File: config.mk
export PLATFORM = sky130hd
export DESIGN_NAME = fpod_decode
export DESIGN_NICKNAME = d
export VERILOG_FILES = /design/src/verilog/fpod_pkg.sv /design/src/verilog/fpod_regs_if.sv /design/src/verilog/fpod_regfile.sv /design/src/verilog/fpod_decode.sv
export SDC_FILE = /design/constraint.sdc
export NUM_CORES = 2
export LEC_CHECK = 0
export BUFFER_PORTS_ARGS = -buffer_cell sky130_fd_sc_hd__buf_2
export CORE_MARGIN = 5
export CORE_UTILIZATION = 59
export CTS_BUF_LIST = sky130_fd_sc_hd__clkbuf_16
export CTS_CLUSTER_DIAMETER = 50
export CTS_CLUSTER_SIZE = 16
export DETAILED_ROUTE_END_ITERATION = 7
export PLACE_DENSITY = 0.83
export SETUP_SLACK_MARGIN = 0.02
export SLEW_MARGIN = 40
export SYNTH_ARGS = -nofsm -noshare
export SYNTH_HDL_FRONTEND = slang
export SYNTH_SLANG_ARGS = --single-unit
File: constraint.sdc
create_clock -name clk -period 16.7 [get_ports clk]
set_input_delay 0.835 -clock clk [delete_from_list [all_inputs] [get_ports clk]]
set_output_delay 0.835 -clock clk [all_outputs]
set_load 0.02 [all_outputs]
File: src/verilog/fpod_pkg.sv
// Package: encodings and constants for the fp operand decoder
package fpod_pkg;

  // ----------------------------------------------------------------
  // Instruction fields
  // ----------------------------------------------------------------
  localparam int OP_HI      = 31;
  localparam int OP_LO      = 26;
  localparam int FMT_HI     = 25;
  localparam int FMT_LO     = 21;
  localparam int FT_HI      = 20;
  localparam int FT_LO      = 16;
  localparam int FS_HI      = 15;
  localparam int FS_LO      = 11;
  localparam int FD_HI      = 10;
  localparam int FD_LO      = 6;
  localparam int FUNC_HI    = 5;
  localparam int FUNC_LO    = 0;
  localparam int COND_W     = 4;
  localparam int REG_W      = 32;
  localparam int NUM_REGS   = 32;

  // ----------------------------------------------------------------
  // Opcodes
  // ----------------------------------------------------------------
  localparam logic [5:0] OP_COP1       = 6'h11;
  localparam logic [5:0] OP_WORD_LOAD  = 6'h39;  // 57
  localparam logic [5:0] OP_WORD_STORE = 6'h31;  // 49

  // Sub-opcodes in the format position
  localparam logic [4:0] SUB_MOVE_FROM = 5'h00;
  localparam logic [4:0] SUB_COPY_FROM = 5'h02;
  localparam logic [4:0] SUB_MOVE_TO   = 5'h04;
  localparam logic [4:0] SUB_COPY_TO   = 5'h06;
  localparam logic [4:0] SUB_BRANCH    = 5'h08;

  // Format field values
  localparam logic [4:0] FMT_SINGLE = 5'h10;
  localparam logic [4:0] FMT_DOUBLE = 5'h11;
  localparam logic [4:0] FMT_WORD   = 5'h14;
  localparam logic [2:0] SHORT_FORMAT_FIELD_SINGLE = 3'h0;
  localparam logic [2:0] SHORT_FORMAT_FIELD_DOUBLE = 3'h1;
  localparam logic [2:0] SHORT_FORMAT_FIELD_WORD   = 3'h4;

  // Function codes
  localparam logic [5:0] FN_ADD   = 6'h00;
  localparam logic [5:0] FN_SUB   = 6'h01;
  localparam logic [5:0] FN_MUL   = 6'h02;
  localparam logic [5:0] FN_DIV   = 6'h03;
  localparam logic [5:0] FN_ABS   = 6'h05;
  localparam logic [5:0] FN_MOV   = 6'h06;
  localparam logic [5:0] FN_NEG   = 6'h07;
  localparam logic [5:0] FN_CVT_S = 6'h20;
  localparam logic [5:0] FN_CVT_D = 6'h21;
  localparam logic [5:0] FN_CVT_W = 6'h24;
  localparam logic [1:0] FN_CMP_TOP = 2'h3;

  // Condition code bits
  localparam int CC_UN  = 0;
  localparam int CC_EQ  = 1;
  localparam int CC_LT  = 2;
  localparam int CC_SIG = 3;

  typedef enum logic [1:0] {
    FPOD_FMT_S,
    FPOD_FMT_D,
    FPOD_FMT_W,
    FPOD_FMT_NONE
  } fpod_fmt_t;

  typedef enum logic [3:0] {
    FPOD_CLS_NONE,
    FPOD_CLS_LOAD,
    FPOD_CLS_STORE,
    FPOD_CLS_MOVE_TO,
    FPOD_CLS_MOVE_FROM,
    FPOD_CLS_CTL_TO,
    FPOD_CLS_CTL_FROM,
    FPOD_CLS_BRANCH,
    FPOD_CLS_ARITH,
    FPOD_CLS_CONVERT,
    FPOD_CLS_COMPARE
  } fpod_cls_t;

endpackage : fpod_pkg

File: src/verilog/fpod_regs_if.sv
// Interface: register file access carrier for the fp operand decoder
`timescale 1ns/10ps
interface fpod_regs_if;
  import fpod_pkg::*;
  logic              wr_en;
  logic [4:0]        wr_addr;
  logic [REG_W-1:0]  wr_data;
  logic [4:0]        rd_addr_a;
  logic [4:0]        rd_addr_b;
  logic [REG_W-1:0]  rd_data_a;
  logic [REG_W-1:0]  rd_data_b;

  modport master (output wr_en, wr_addr, wr_data, rd_addr_a, rd_addr_b,
                  input rd_data_a, rd_data_b);
  modport slave  (input wr_en, wr_addr, wr_data, rd_addr_a, rd_addr_b,
                  output rd_data_a, rd_data_b);
endinterface : fpod_regs_if

File: src/verilog/fpod_regfile.sv
// Register file: 32 general registers of 32 bits, registered reads
`timescale 1ns/10ps
module fpod_regfile
  import fpod_pkg::*;
(
  input  wire logic  clk,
  input  wire logic  reset,
  fpod_regs_if.slave bus
);

  logic [REG_W-1:0] mem_q [NUM_REGS];

  // ----------------------------------------------------------------
  // Storage
  // ----------------------------------------------------------------
  always_ff @(posedge clk) begin
    if (bus.wr_en) begin
      mem_q[bus.wr_addr] <= bus.wr_data;
    end
  end

  always_ff @(posedge clk or posedge reset) begin
    if (reset) begin
      bus.rd_data_a <= '0;
      bus.rd_data_b <= '0;
    end else begin
      bus.rd_data_a <= mem_q[bus.rd_addr_a];
      bus.rd_data_b <= mem_q[bus.rd_addr_b];
    end
  end

endmodule : fpod_regfile

File: src/verilog/fpod_decode.sv
// Top: fp coprocessor instruction decode and operand handling
//
// Overview of operation
// - Coprocessor disabled: every fp instruction raises coprocessor-unusable, nothing runs.
// - Loads, stores, moves copy bits unchanged, no conversion, no fp exception.
// - Control registers reached only by copy-to/copy-from with integer register.
// - Opcode 57 is word load into register named by target field.
// - Opcode 49 is word store from register named by target field.
// - Arithmetic results are IEEE 754 correctly rounded; done by downstream unit.
// - Format decode: 16/0 single, 17/1 double, 20/4 word.
// - All other format values are reserved and never supported.
// - Each operation accepts only its permitted formats, e.g. abs single/double.
// - Compare code bit0 unordered, bit1 equal, bit2 less-than; never greater.
// - Codes 8-15 signal invalid when unordered; codes 0-7 never do.
// - Compare sets one condition flag; branches test it true or false.
// - Register specifiers select among 32 general registers.
// - Two-register operands use even register plus next odd; specifier names even.
// - Low 32 bits in lower register, high 32 bits in higher register.
// - Single and word operands live in the low word of the pair.
// - Word load, store and move accept any register number.
// - Each general register is 32 bits wide.
// - Conversions fixed-to-float, float-to-fixed, float-to-float with rounding.
// - Odd specifier for double is undefined; single write leaves upper undefined.
`timescale 1ns/10ps
module fpod_decode
  import fpod_pkg::*;
(
  input  wire logic              clk,
  input  wire logic              reset,
  input  wire logic              issue_valid,
  input  wire logic [31:0]       issue_instr,
  input  wire logic              cop_enable,
  input  wire logic [REG_W-1:0]  int_data,
  input  wire logic [REG_W-1:0]  mem_load_data,
  input  wire logic              cmp_unordered,
  input  wire logic              cmp_equal,
  input  wire logic              cmp_less,
  input  wire logic              result_valid,
  input  wire logic [4:0]        result_reg,
  input  wire logic              result_double,
  input  wire logic [63:0]       result_data,
  output logic                   unusable_exc_q,
  output logic                   unimpl_exc_q,
  output logic                   invalid_exc_q,
  output logic                   undefined_q,
  output logic                   cls_valid_q,
  output fpod_cls_t              cls_q,
  output fpod_fmt_t              fmt_q,
  output logic [5:0]             func_q,
  output logic [4:0]             src_reg_q,
  output logic [4:0]             tgt_reg_q,
  output logic [63:0]            src_operand_q,
  output logic [63:0]            alt_operand_q,
  output logic [REG_W-1:0]       store_data_q,
  output logic [REG_W-1:0]       to_int_data_q,
  output logic                   fp_condition_flag_q,
  output logic                   branch_taken_q
);

  // ----------------------------------------------------------------
  // Decode helpers
  // ----------------------------------------------------------------
  function automatic fpod_fmt_t fmt_decode(input logic [4:0] f);
    case (f)
      FMT_SINGLE: fmt_decode = FPOD_FMT_S;
      FMT_DOUBLE: fmt_decode = FPOD_FMT_D;
      FMT_WORD:   fmt_decode = FPOD_FMT_W;
      default:    fmt_decode = FPOD_FMT_NONE;
    endcase
  endfunction : fmt_decode

  function automatic fpod_fmt_t short_format_field_decode(input logic [2:0] f);
    case (f)
      SHORT_FORMAT_FIELD_SINGLE: short_format_field_decode = FPOD_FMT_S;
      SHORT_FORMAT_FIELD_DOUBLE: short_format_field_decode = FPOD_FMT_D;
      SHORT_FORMAT_FIELD_WORD:   short_format_field_decode = FPOD_FMT_W;
      default:     short_format_field_decode = FPOD_FMT_NONE;
    endcase
  endfunction : short_format_field_decode

  // Pair high: the odd register of the even/odd pair holding r, whatever the format
  function automatic logic [4:0] pair_hi(input logic [4:0] r);
    pair_hi = {r[4:1], 1'b1};
  endfunction : pair_hi

  // ----------------------------------------------------------------
  // Field extraction
  // ----------------------------------------------------------------
  logic [5:0]  op;
  logic [4:0]  fmt_f;
  logic [4:0]  ft_f;
  logic [4:0]  fs_f;
  logic [4:0]  fd_f;
  logic [5:0]  fn_f;
  fpod_fmt_t   fmt_d;
  fpod_cls_t   cls_d;
  logic        fmt_ok;
  logic        is_fp;

  assign op    = issue_instr[OP_HI:OP_LO];
  assign fmt_f = issue_instr[FMT_HI:FMT_LO];
  assign ft_f  = issue_instr[FT_HI:FT_LO];
  assign fs_f  = issue_instr[FS_HI:FS_LO];
  assign fd_f  = issue_instr[FD_HI:FD_LO];
  assign fn_f  = issue_instr[FUNC_HI:FUNC_LO];

  // Move-conditional forms carry a short format field in the ft slot
  always_comb begin
    fmt_d = fmt_decode(fmt_f);
    if (op == OP_COP1 && fn_f == 6'h11) begin
      fmt_d = short_format_field_decode(ft_f[4:2]);
    end
  end

  assign is_fp = (op == OP_COP1) || (op == OP_WORD_LOAD) || (op == OP_WORD_STORE);

  // ----------------------------------------------------------------
  // Classification and per-operation format check
  // ----------------------------------------------------------------
  always_comb begin
    cls_d  = FPOD_CLS_NONE;
    fmt_ok = 1'b1;
    if (op == OP_WORD_LOAD) begin
      cls_d = FPOD_CLS_LOAD;
    end else if (op == OP_WORD_STORE) begin
      cls_d = FPOD_CLS_STORE;
    end else if (op == OP_COP1) begin
      case (fmt_f)
        SUB_MOVE_FROM: cls_d = FPOD_CLS_MOVE_FROM;
        SUB_MOVE_TO:   cls_d = FPOD_CLS_MOVE_TO;
        SUB_COPY_FROM: cls_d = FPOD_CLS_CTL_FROM;
        SUB_COPY_TO:   cls_d = FPOD_CLS_CTL_TO;
        SUB_BRANCH:    cls_d = FPOD_CLS_BRANCH;
        default: begin
          if (fn_f[5:4] == FN_CMP_TOP) begin
            cls_d  = FPOD_CLS_COMPARE;
            fmt_ok = (fmt_d == FPOD_FMT_S) || (fmt_d == FPOD_FMT_D);
          end else begin
            case (fn_f)
              FN_ADD, FN_SUB, FN_MUL, FN_DIV, FN_ABS, FN_MOV, FN_NEG: begin
                cls_d  = FPOD_CLS_ARITH;
                fmt_ok = (fmt_d == FPOD_FMT_S) || (fmt_d == FPOD_FMT_D);
              end
              FN_CVT_S: begin
                cls_d  = FPOD_CLS_CONVERT;
                fmt_ok = (fmt_d == FPOD_FMT_D) || (fmt_d == FPOD_FMT_W);
              end
              FN_CVT_D: begin
                cls_d  = FPOD_CLS_CONVERT;
                fmt_ok = (fmt_d == FPOD_FMT_S) || (fmt_d == FPOD_FMT_W);
              end
              FN_CVT_W: begin
                cls_d  = FPOD_CLS_CONVERT;
                fmt_ok = (fmt_d == FPOD_FMT_S) || (fmt_d == FPOD_FMT_D);
              end
              default: begin
                cls_d  = FPOD_CLS_ARITH;
                fmt_ok = 1'b0;
              end
            endcase
          end
          if (fmt_d == FPOD_FMT_NONE) begin
            fmt_ok = 1'b0;
          end
        end
      endcase
    end
  end

  // ----------------------------------------------------------------
  // Register file
  // ----------------------------------------------------------------
  fpod_regs_if rf ();

  fpod_regfile u_regfile (
    .clk   (clk),
    .reset (reset),
    .bus   (rf)
  );

  logic       accept;
  logic       formatted;
  logic       odd_double;
  logic       xfer_wr;
  logic [4:0] rd_a_base;
  logic        hi_pend_q;
  logic [4:0]  hi_reg_q;
  logic [31:0] hi_data_q;

  assign accept    = issue_valid && is_fp && cop_enable;
  assign formatted = (cls_d == FPOD_CLS_ARITH) || (cls_d == FPOD_CLS_CONVERT) ||
                     (cls_d == FPOD_CLS_COMPARE);
  assign odd_double = formatted && (fmt_d == FPOD_FMT_D) &&
                      (fs_f[0] || fd_f[0] || ft_f[0]);
  assign xfer_wr   = accept && ((cls_d == FPOD_CLS_LOAD) || (cls_d == FPOD_CLS_MOVE_TO));

  // Store reads the ft slot; word transfers take any register number
  assign rd_a_base = (cls_d == FPOD_CLS_STORE) ? ft_f : fs_f;

  // Read even then odd of a pair on the two ports; the odd read is the high word
  assign rf.rd_addr_a = (formatted && fmt_d == FPOD_FMT_D) ? {rd_a_base[4:1], 1'b0} : rd_a_base;
  assign rf.rd_addr_b = pair_hi(rd_a_base);

  // Word transfers write one register with data copied bit for bit
  always_comb begin
    rf.wr_en   = 1'b0;
    rf.wr_addr = ft_f;
    rf.wr_data = '0;
    if (xfer_wr) begin
      rf.wr_en   = 1'b1;
      rf.wr_addr = (cls_d == FPOD_CLS_LOAD) ? ft_f : fs_f;
      rf.wr_data = (cls_d == FPOD_CLS_LOAD) ? mem_load_data : int_data;
    end else if (result_valid) begin
      rf.wr_en   = 1'b1;
      rf.wr_addr = result_reg;
      rf.wr_data = result_data[31:0];
    end else if (hi_pend_q) begin
      rf.wr_en   = 1'b1;
      rf.wr_addr = hi_reg_q;
      rf.wr_data = hi_data_q;
    end
  end

  // High half of a double result goes to the odd partner next cycle, unless a word transfer or another result takes the write port

  always_ff @(posedge clk or posedge reset) begin
    if (reset) begin
      hi_pend_q <= 1'b0;
      hi_reg_q  <= 5'h00;
      hi_data_q <= 32'h0000_0000;
    end else begin
      hi_pend_q <= result_valid && result_double && !xfer_wr;
      hi_reg_q  <= pair_hi(result_reg);
      hi_data_q <= result_data[63:32];
    end
  end

  // ----------------------------------------------------------------
  // Issue stage outputs
  // ----------------------------------------------------------------
  logic       rd_pend_q;
  fpod_fmt_t  rd_fmt_q;

  always_ff @(posedge clk or posedge reset) begin
    if (reset) begin
      unusable_exc_q <= 1'b0;
      unimpl_exc_q   <= 1'b0;
      undefined_q    <= 1'b0;
      cls_valid_q    <= 1'b0;
      cls_q          <= FPOD_CLS_NONE;
      fmt_q          <= FPOD_FMT_NONE;
      func_q         <= 6'h00;
      src_reg_q      <= 5'h00;
      tgt_reg_q      <= 5'h00;
      rd_pend_q      <= 1'b0;
      rd_fmt_q       <= FPOD_FMT_NONE;
    end else begin
      unusable_exc_q <= issue_valid && is_fp && !cop_enable;
      unimpl_exc_q   <= accept && !fmt_ok;
      undefined_q    <= accept && odd_double;
      cls_valid_q    <= accept && fmt_ok;
      cls_q          <= cls_d;
      fmt_q          <= fmt_d;
      func_q         <= fn_f;
      src_reg_q      <= rd_a_base;
      tgt_reg_q      <= (cls_d == FPOD_CLS_LOAD) ? ft_f : fd_f;
      rd_pend_q      <= accept && fmt_ok;
      rd_fmt_q       <= fmt_d;
    end
  end

  // Operand assembly from registered reads: low word from the even register
  always_ff @(posedge clk or posedge reset) begin
    if (reset) begin
      src_operand_q <= 64'h0;
      alt_operand_q <= 64'h0;
      store_data_q  <= 32'h0000_0000;
      to_int_data_q <= 32'h0000_0000;
    end else if (rd_pend_q) begin
      if (rd_fmt_q == FPOD_FMT_D) begin
        src_operand_q <= {rf.rd_data_b, rf.rd_data_a};
      end else begin
        src_operand_q <= {32'h0000_0000, rf.rd_data_a};
      end
      alt_operand_q <= {rf.rd_data_b, rf.rd_data_a};
      store_data_q  <= rf.rd_data_a;
      to_int_data_q <= rf.rd_data_a;
    end
  end

  // ----------------------------------------------------------------
  // Compare and condition flag
  // ----------------------------------------------------------------
  logic [COND_W-1:0] cmp_code_q;
  logic              cmp_pend_q;
  logic              pred;

  // Greater-than has no select bit, so it is never part of the predicate
  assign pred = (cmp_code_q[CC_UN] && cmp_unordered) ||
                (cmp_code_q[CC_EQ] && cmp_equal) ||
                (cmp_code_q[CC_LT] && cmp_less);

  always_ff @(posedge clk or posedge reset) begin
    if (reset) begin
      cmp_code_q <= 4'h0;
      cmp_pend_q <= 1'b0;
    end else begin
      cmp_pend_q <= accept && fmt_ok && (cls_d == FPOD_CLS_COMPARE);
      cmp_code_q <= fn_f[COND_W-1:0];
    end
  end

  // Flag is not interlocked: a branch right behind a compare sees the old value
  always_ff @(posedge clk or posedge reset) begin
    if (reset) begin
      fp_condition_flag_q <= 1'b0;
      invalid_exc_q       <= 1'b0;
    end else begin
      invalid_exc_q <= cmp_pend_q && cmp_code_q[CC_SIG] && cmp_unordered;
      if (cmp_pend_q) begin
        fp_condition_flag_q <= pred;
      end
    end
  end

  always_ff @(posedge clk or posedge reset) begin
    if (reset) begin
      branch_taken_q <= 1'b0;
    end else begin
      // ft bit 0 picks branch-on-true, else branch-on-false
      branch_taken_q <= accept && (cls_d == FPOD_CLS_BRANCH) &&
                        (fp_condition_flag_q == ft_f[0]);
    end
  end

endmodule : fpod_decode

==> results.py <==
metrics = {
    "drt": {
        "drtAntennaViolNets": 0,
        "vias": 32800,
        "viasPerCell": 6.54,
        "first_pass_iters": 7,
        "drt_iter0_markers": 5020,
        "drt-total-wl_mm": 133,
        "wire_per_inst_um": 26.6,
        "drc": 0,
    },
    "finish": {
        "areaGrowthSynthToFinish_pct": 14.3,
        "drive_gt1_share_pct": 21.2,
        "nNetsFinal": 3956,
        "final_area_um2": 56900,
        "finish.utilization_pct": 68.0,
        "stdcell_count": 5009,
        "regArea_um2": 36500,
        "fillers": 5318,
        "multiInputGateArea_um2": 11900,
    },
    "clock_network": {
        "cts_resized": 0,
        "cts_root_buf": "clkbuf_16",
        "clock_latency_ps": 700,
        "cts_max_path_buffers": 3,
        "hold_buffers": 0,
        "clkSlewWorstSetupHoldPaths_ps": 70,
        "htreeDepth": 3,
        "numCtsBuffers": 113,
        "cts_tree": "done",
        "cts_num_sinks": 1252,
        "postCtsSetupBuffers": 0,
    },
    "critical_path": {
        "crit_start": "issue_instr[29]",
        "rr_endpoint": "u_regfile.mem_q[0][27]",
        "critPathCaptureType": "flip-flop",
        "r2r_slack_ps": 13290,
        "worstPathArrival_ps": 5410,
        "critPathMaxFanout": 68,
        "path_class": "input pin to flip-flop",
        "cp-start-kind": "input pin",
        "r2r-start": "hi_pend_q",
        "reg2reg_depth": 7,
        "worst_ep_required_time_ps": 17210,
    },
    "timing": {
        "period_minus_slack_ps": 4900,
        "finalClockSkew_ps": 43.2,
        "worstMarginPinSlew_ps": 898,
        "whs_ps": 202,
        "setup_viol": 0,
        "post-route-period-util_pct": 29.3,
        "timing.fmax_mhz": 204,
        "layout_setup_ws_ps": 11800,
        "finalHoldViolCount": 0,
        "slew_headroom_pct": 40.2,
        "drv_slew": 0,
        "rsz0062_at_grt": "false",
        "tns_ps": 0,
    },
    "synthesis": {
        "yosysSeqAreaShare_pct": 73.3,
        "synth_area_per_cell_um2": 14.2,
        "ys_async_sr_fraction_pct": 18.2,
        "synthFlopType": "edfxtp_1",
        "yosysWarnings": 0,
        "mappedNetlistArea_um2": 49800,
        "synth_cell_types": 63,
        "synthTopCellsByCount": "edfxtp_1 (1024), nand2_1 (550), dfrtp_1 (226)",
        "synth_edf_count": 1024,
        "synth_area_leader_cell": "edfxtp_1",
        "yosysTopAreaCellShare_pct": 61.8,
        "synth_most_common_cell": "edfxtp_1",
        "ys_ff_latch": 1252,
        "syn_nets": 3686,
        "synthTopCellsByArea": "edfxtp_1 (62%), dfrtp_1 (11%), nand2_1 (4.1%)",
        "syn_inst": 3512,
    },
    "min_path": {
        "hp-class": "input pin to async pin",
    },
    "placement": {
        "io_buffers": 394,
        "post-place-cells": 4793,
        "gp_congestion": 0.920,
        "dp_hpwl_mm": 79.6,
        "placed_cell_area_um2": 52900,
        "place_ws_ps": 11270,
    },
    "floorplanning": {
        "start_util_pct": 59.5,
        "rows": 106,
        "dieArea_um2": 90300,
        "core_area_um2": 83700,
        "dieWidth_um": 300,
        "ios": 395,
        "die_h_um": 300,
    },
    "grt": {
        "grt_pass1_vias": 31500,
        "grt_usage_pct": 28.5,
        "grt-ovfl-total": 0,
        "antenna_found_initial": 9,
        "grt_max_degree": 147,
        "grt_pass1_wl_mm": 197,
    },
    "power_and_ir_drop": {
        "cellPowerDensity_nw_per_um2": 121,
        "power_leakage_nw": 21.5,
        "total_power_mw": 6.86,
        "peakVddDrop_v": 0.000101,
    },
    "outcome": {
        "status": "finished, final reports clean",
    },
    "flow_run": {
        "drv_cap": 0,
    },
}
==> worst max path at each step <==
stage,to,slack (ps)
after global routing,u_regfile.mem_q[31][16],11620
after floorplan,alt_operand_q[32],9620
after global placement,u_regfile.bus.rd_data_a[20],10970
after detailed placement,u_regfile.bus.rd_data_a[30],11270
after CTS,u_regfile.mem_q[26][11],11880
final,u_regfile.bus.rd_data_a[30],11800
==> registers in the layout, indices dropped and copies added (netlist names), 2 cells and up <==
name                     cells
hi_reg_q                     5
src_operand_q               64
u_regfile.bus.rd_data_a     32
cmp_code_q                   3
cls_q                        4
rd_fmt_q                     2
u_regfile.bus.rd_data_b     32
tgt_reg_q                    5
u_regfile.mem_q           1024
src_reg_q                    5
alt_operand_q               32
func_q                       3
hi_data_q                   32
==> logic make-up (layout without fill, tap and decap cells) <==
family / after synthesis / after routing / share of synthesized area [%]
flops: 1252 / 1252 / 73.3
buf+inv: 421 / 783 / 3.98
simple gates: 909 / 909 / 8.31
xor+xnor: 1 / 1 / 0.0176
other cells: 1 / 2 / 0.00753
mux: 216 / 216 / 4.48
compound gates: 712 / 712 / 9.96
==> layout by cell type, fill, tap and decap left out, types with 18 or more instances in the layout <==
master,synthesis,final
buf_4,96,83
dfrtp_1,226,225
edfxtp_1,1024,1024
a21oi_4,0,18
nand2_1,550,550
mux2i_1,181,177
a22oi_1,32,32
a221oi_1,31,31
mux2_2,33,33
a32oi_1,90,90
o21ai_0,68,66
nor3_2,6,18
clkbuf_16,0,117
buf_2,21,396
nand3_1,130,129
and3_1,135,134
o22ai_1,131,131
a211oi_1,163,163
a31oi_1,125,125
inv_1,70,77
a21oi_1,50,19
==> power by group <==
group | switching, mW | internal (mW) | total (mW)
Clock | 1.20 | 1.44 | 2.63
Sequential | 0.0552 | 3.48 | 3.53
Combinational | 0.494 | 0.199 | 0.694
==> layout make-up <==
cell class	count	share of cell area, %
diodes	1	0.00440
clock buffers	117	5.15
clock inverters	90	1.55
inverters	72	0.545
multi-input cells	1839	20.9
flip-flops and latches	1252	64.1
well taps	1134	2.49
repair buffers	504	5.29
==> worst max-delay path: stages <==
cell	delay (ps)
buf_2	130
nor3b_2	360
nand2_1	340
mux2i_4	250
buf_4	630
clkinv_1	710
nand3_1	790
buf_4	460
o22ai_1	120
nor4_1	710
==> routing by layer <==
layer	global-route usage, %	up-vias	share of wire [%]
li1	-	13900	-
met1	39.4	16200	37
met5	0	-	0.069
met3	8.45	294	13
met4	8.64	14	2.9
met2	44.8	2359	47
Note: power is estimated with default switching activity, not from simulation.
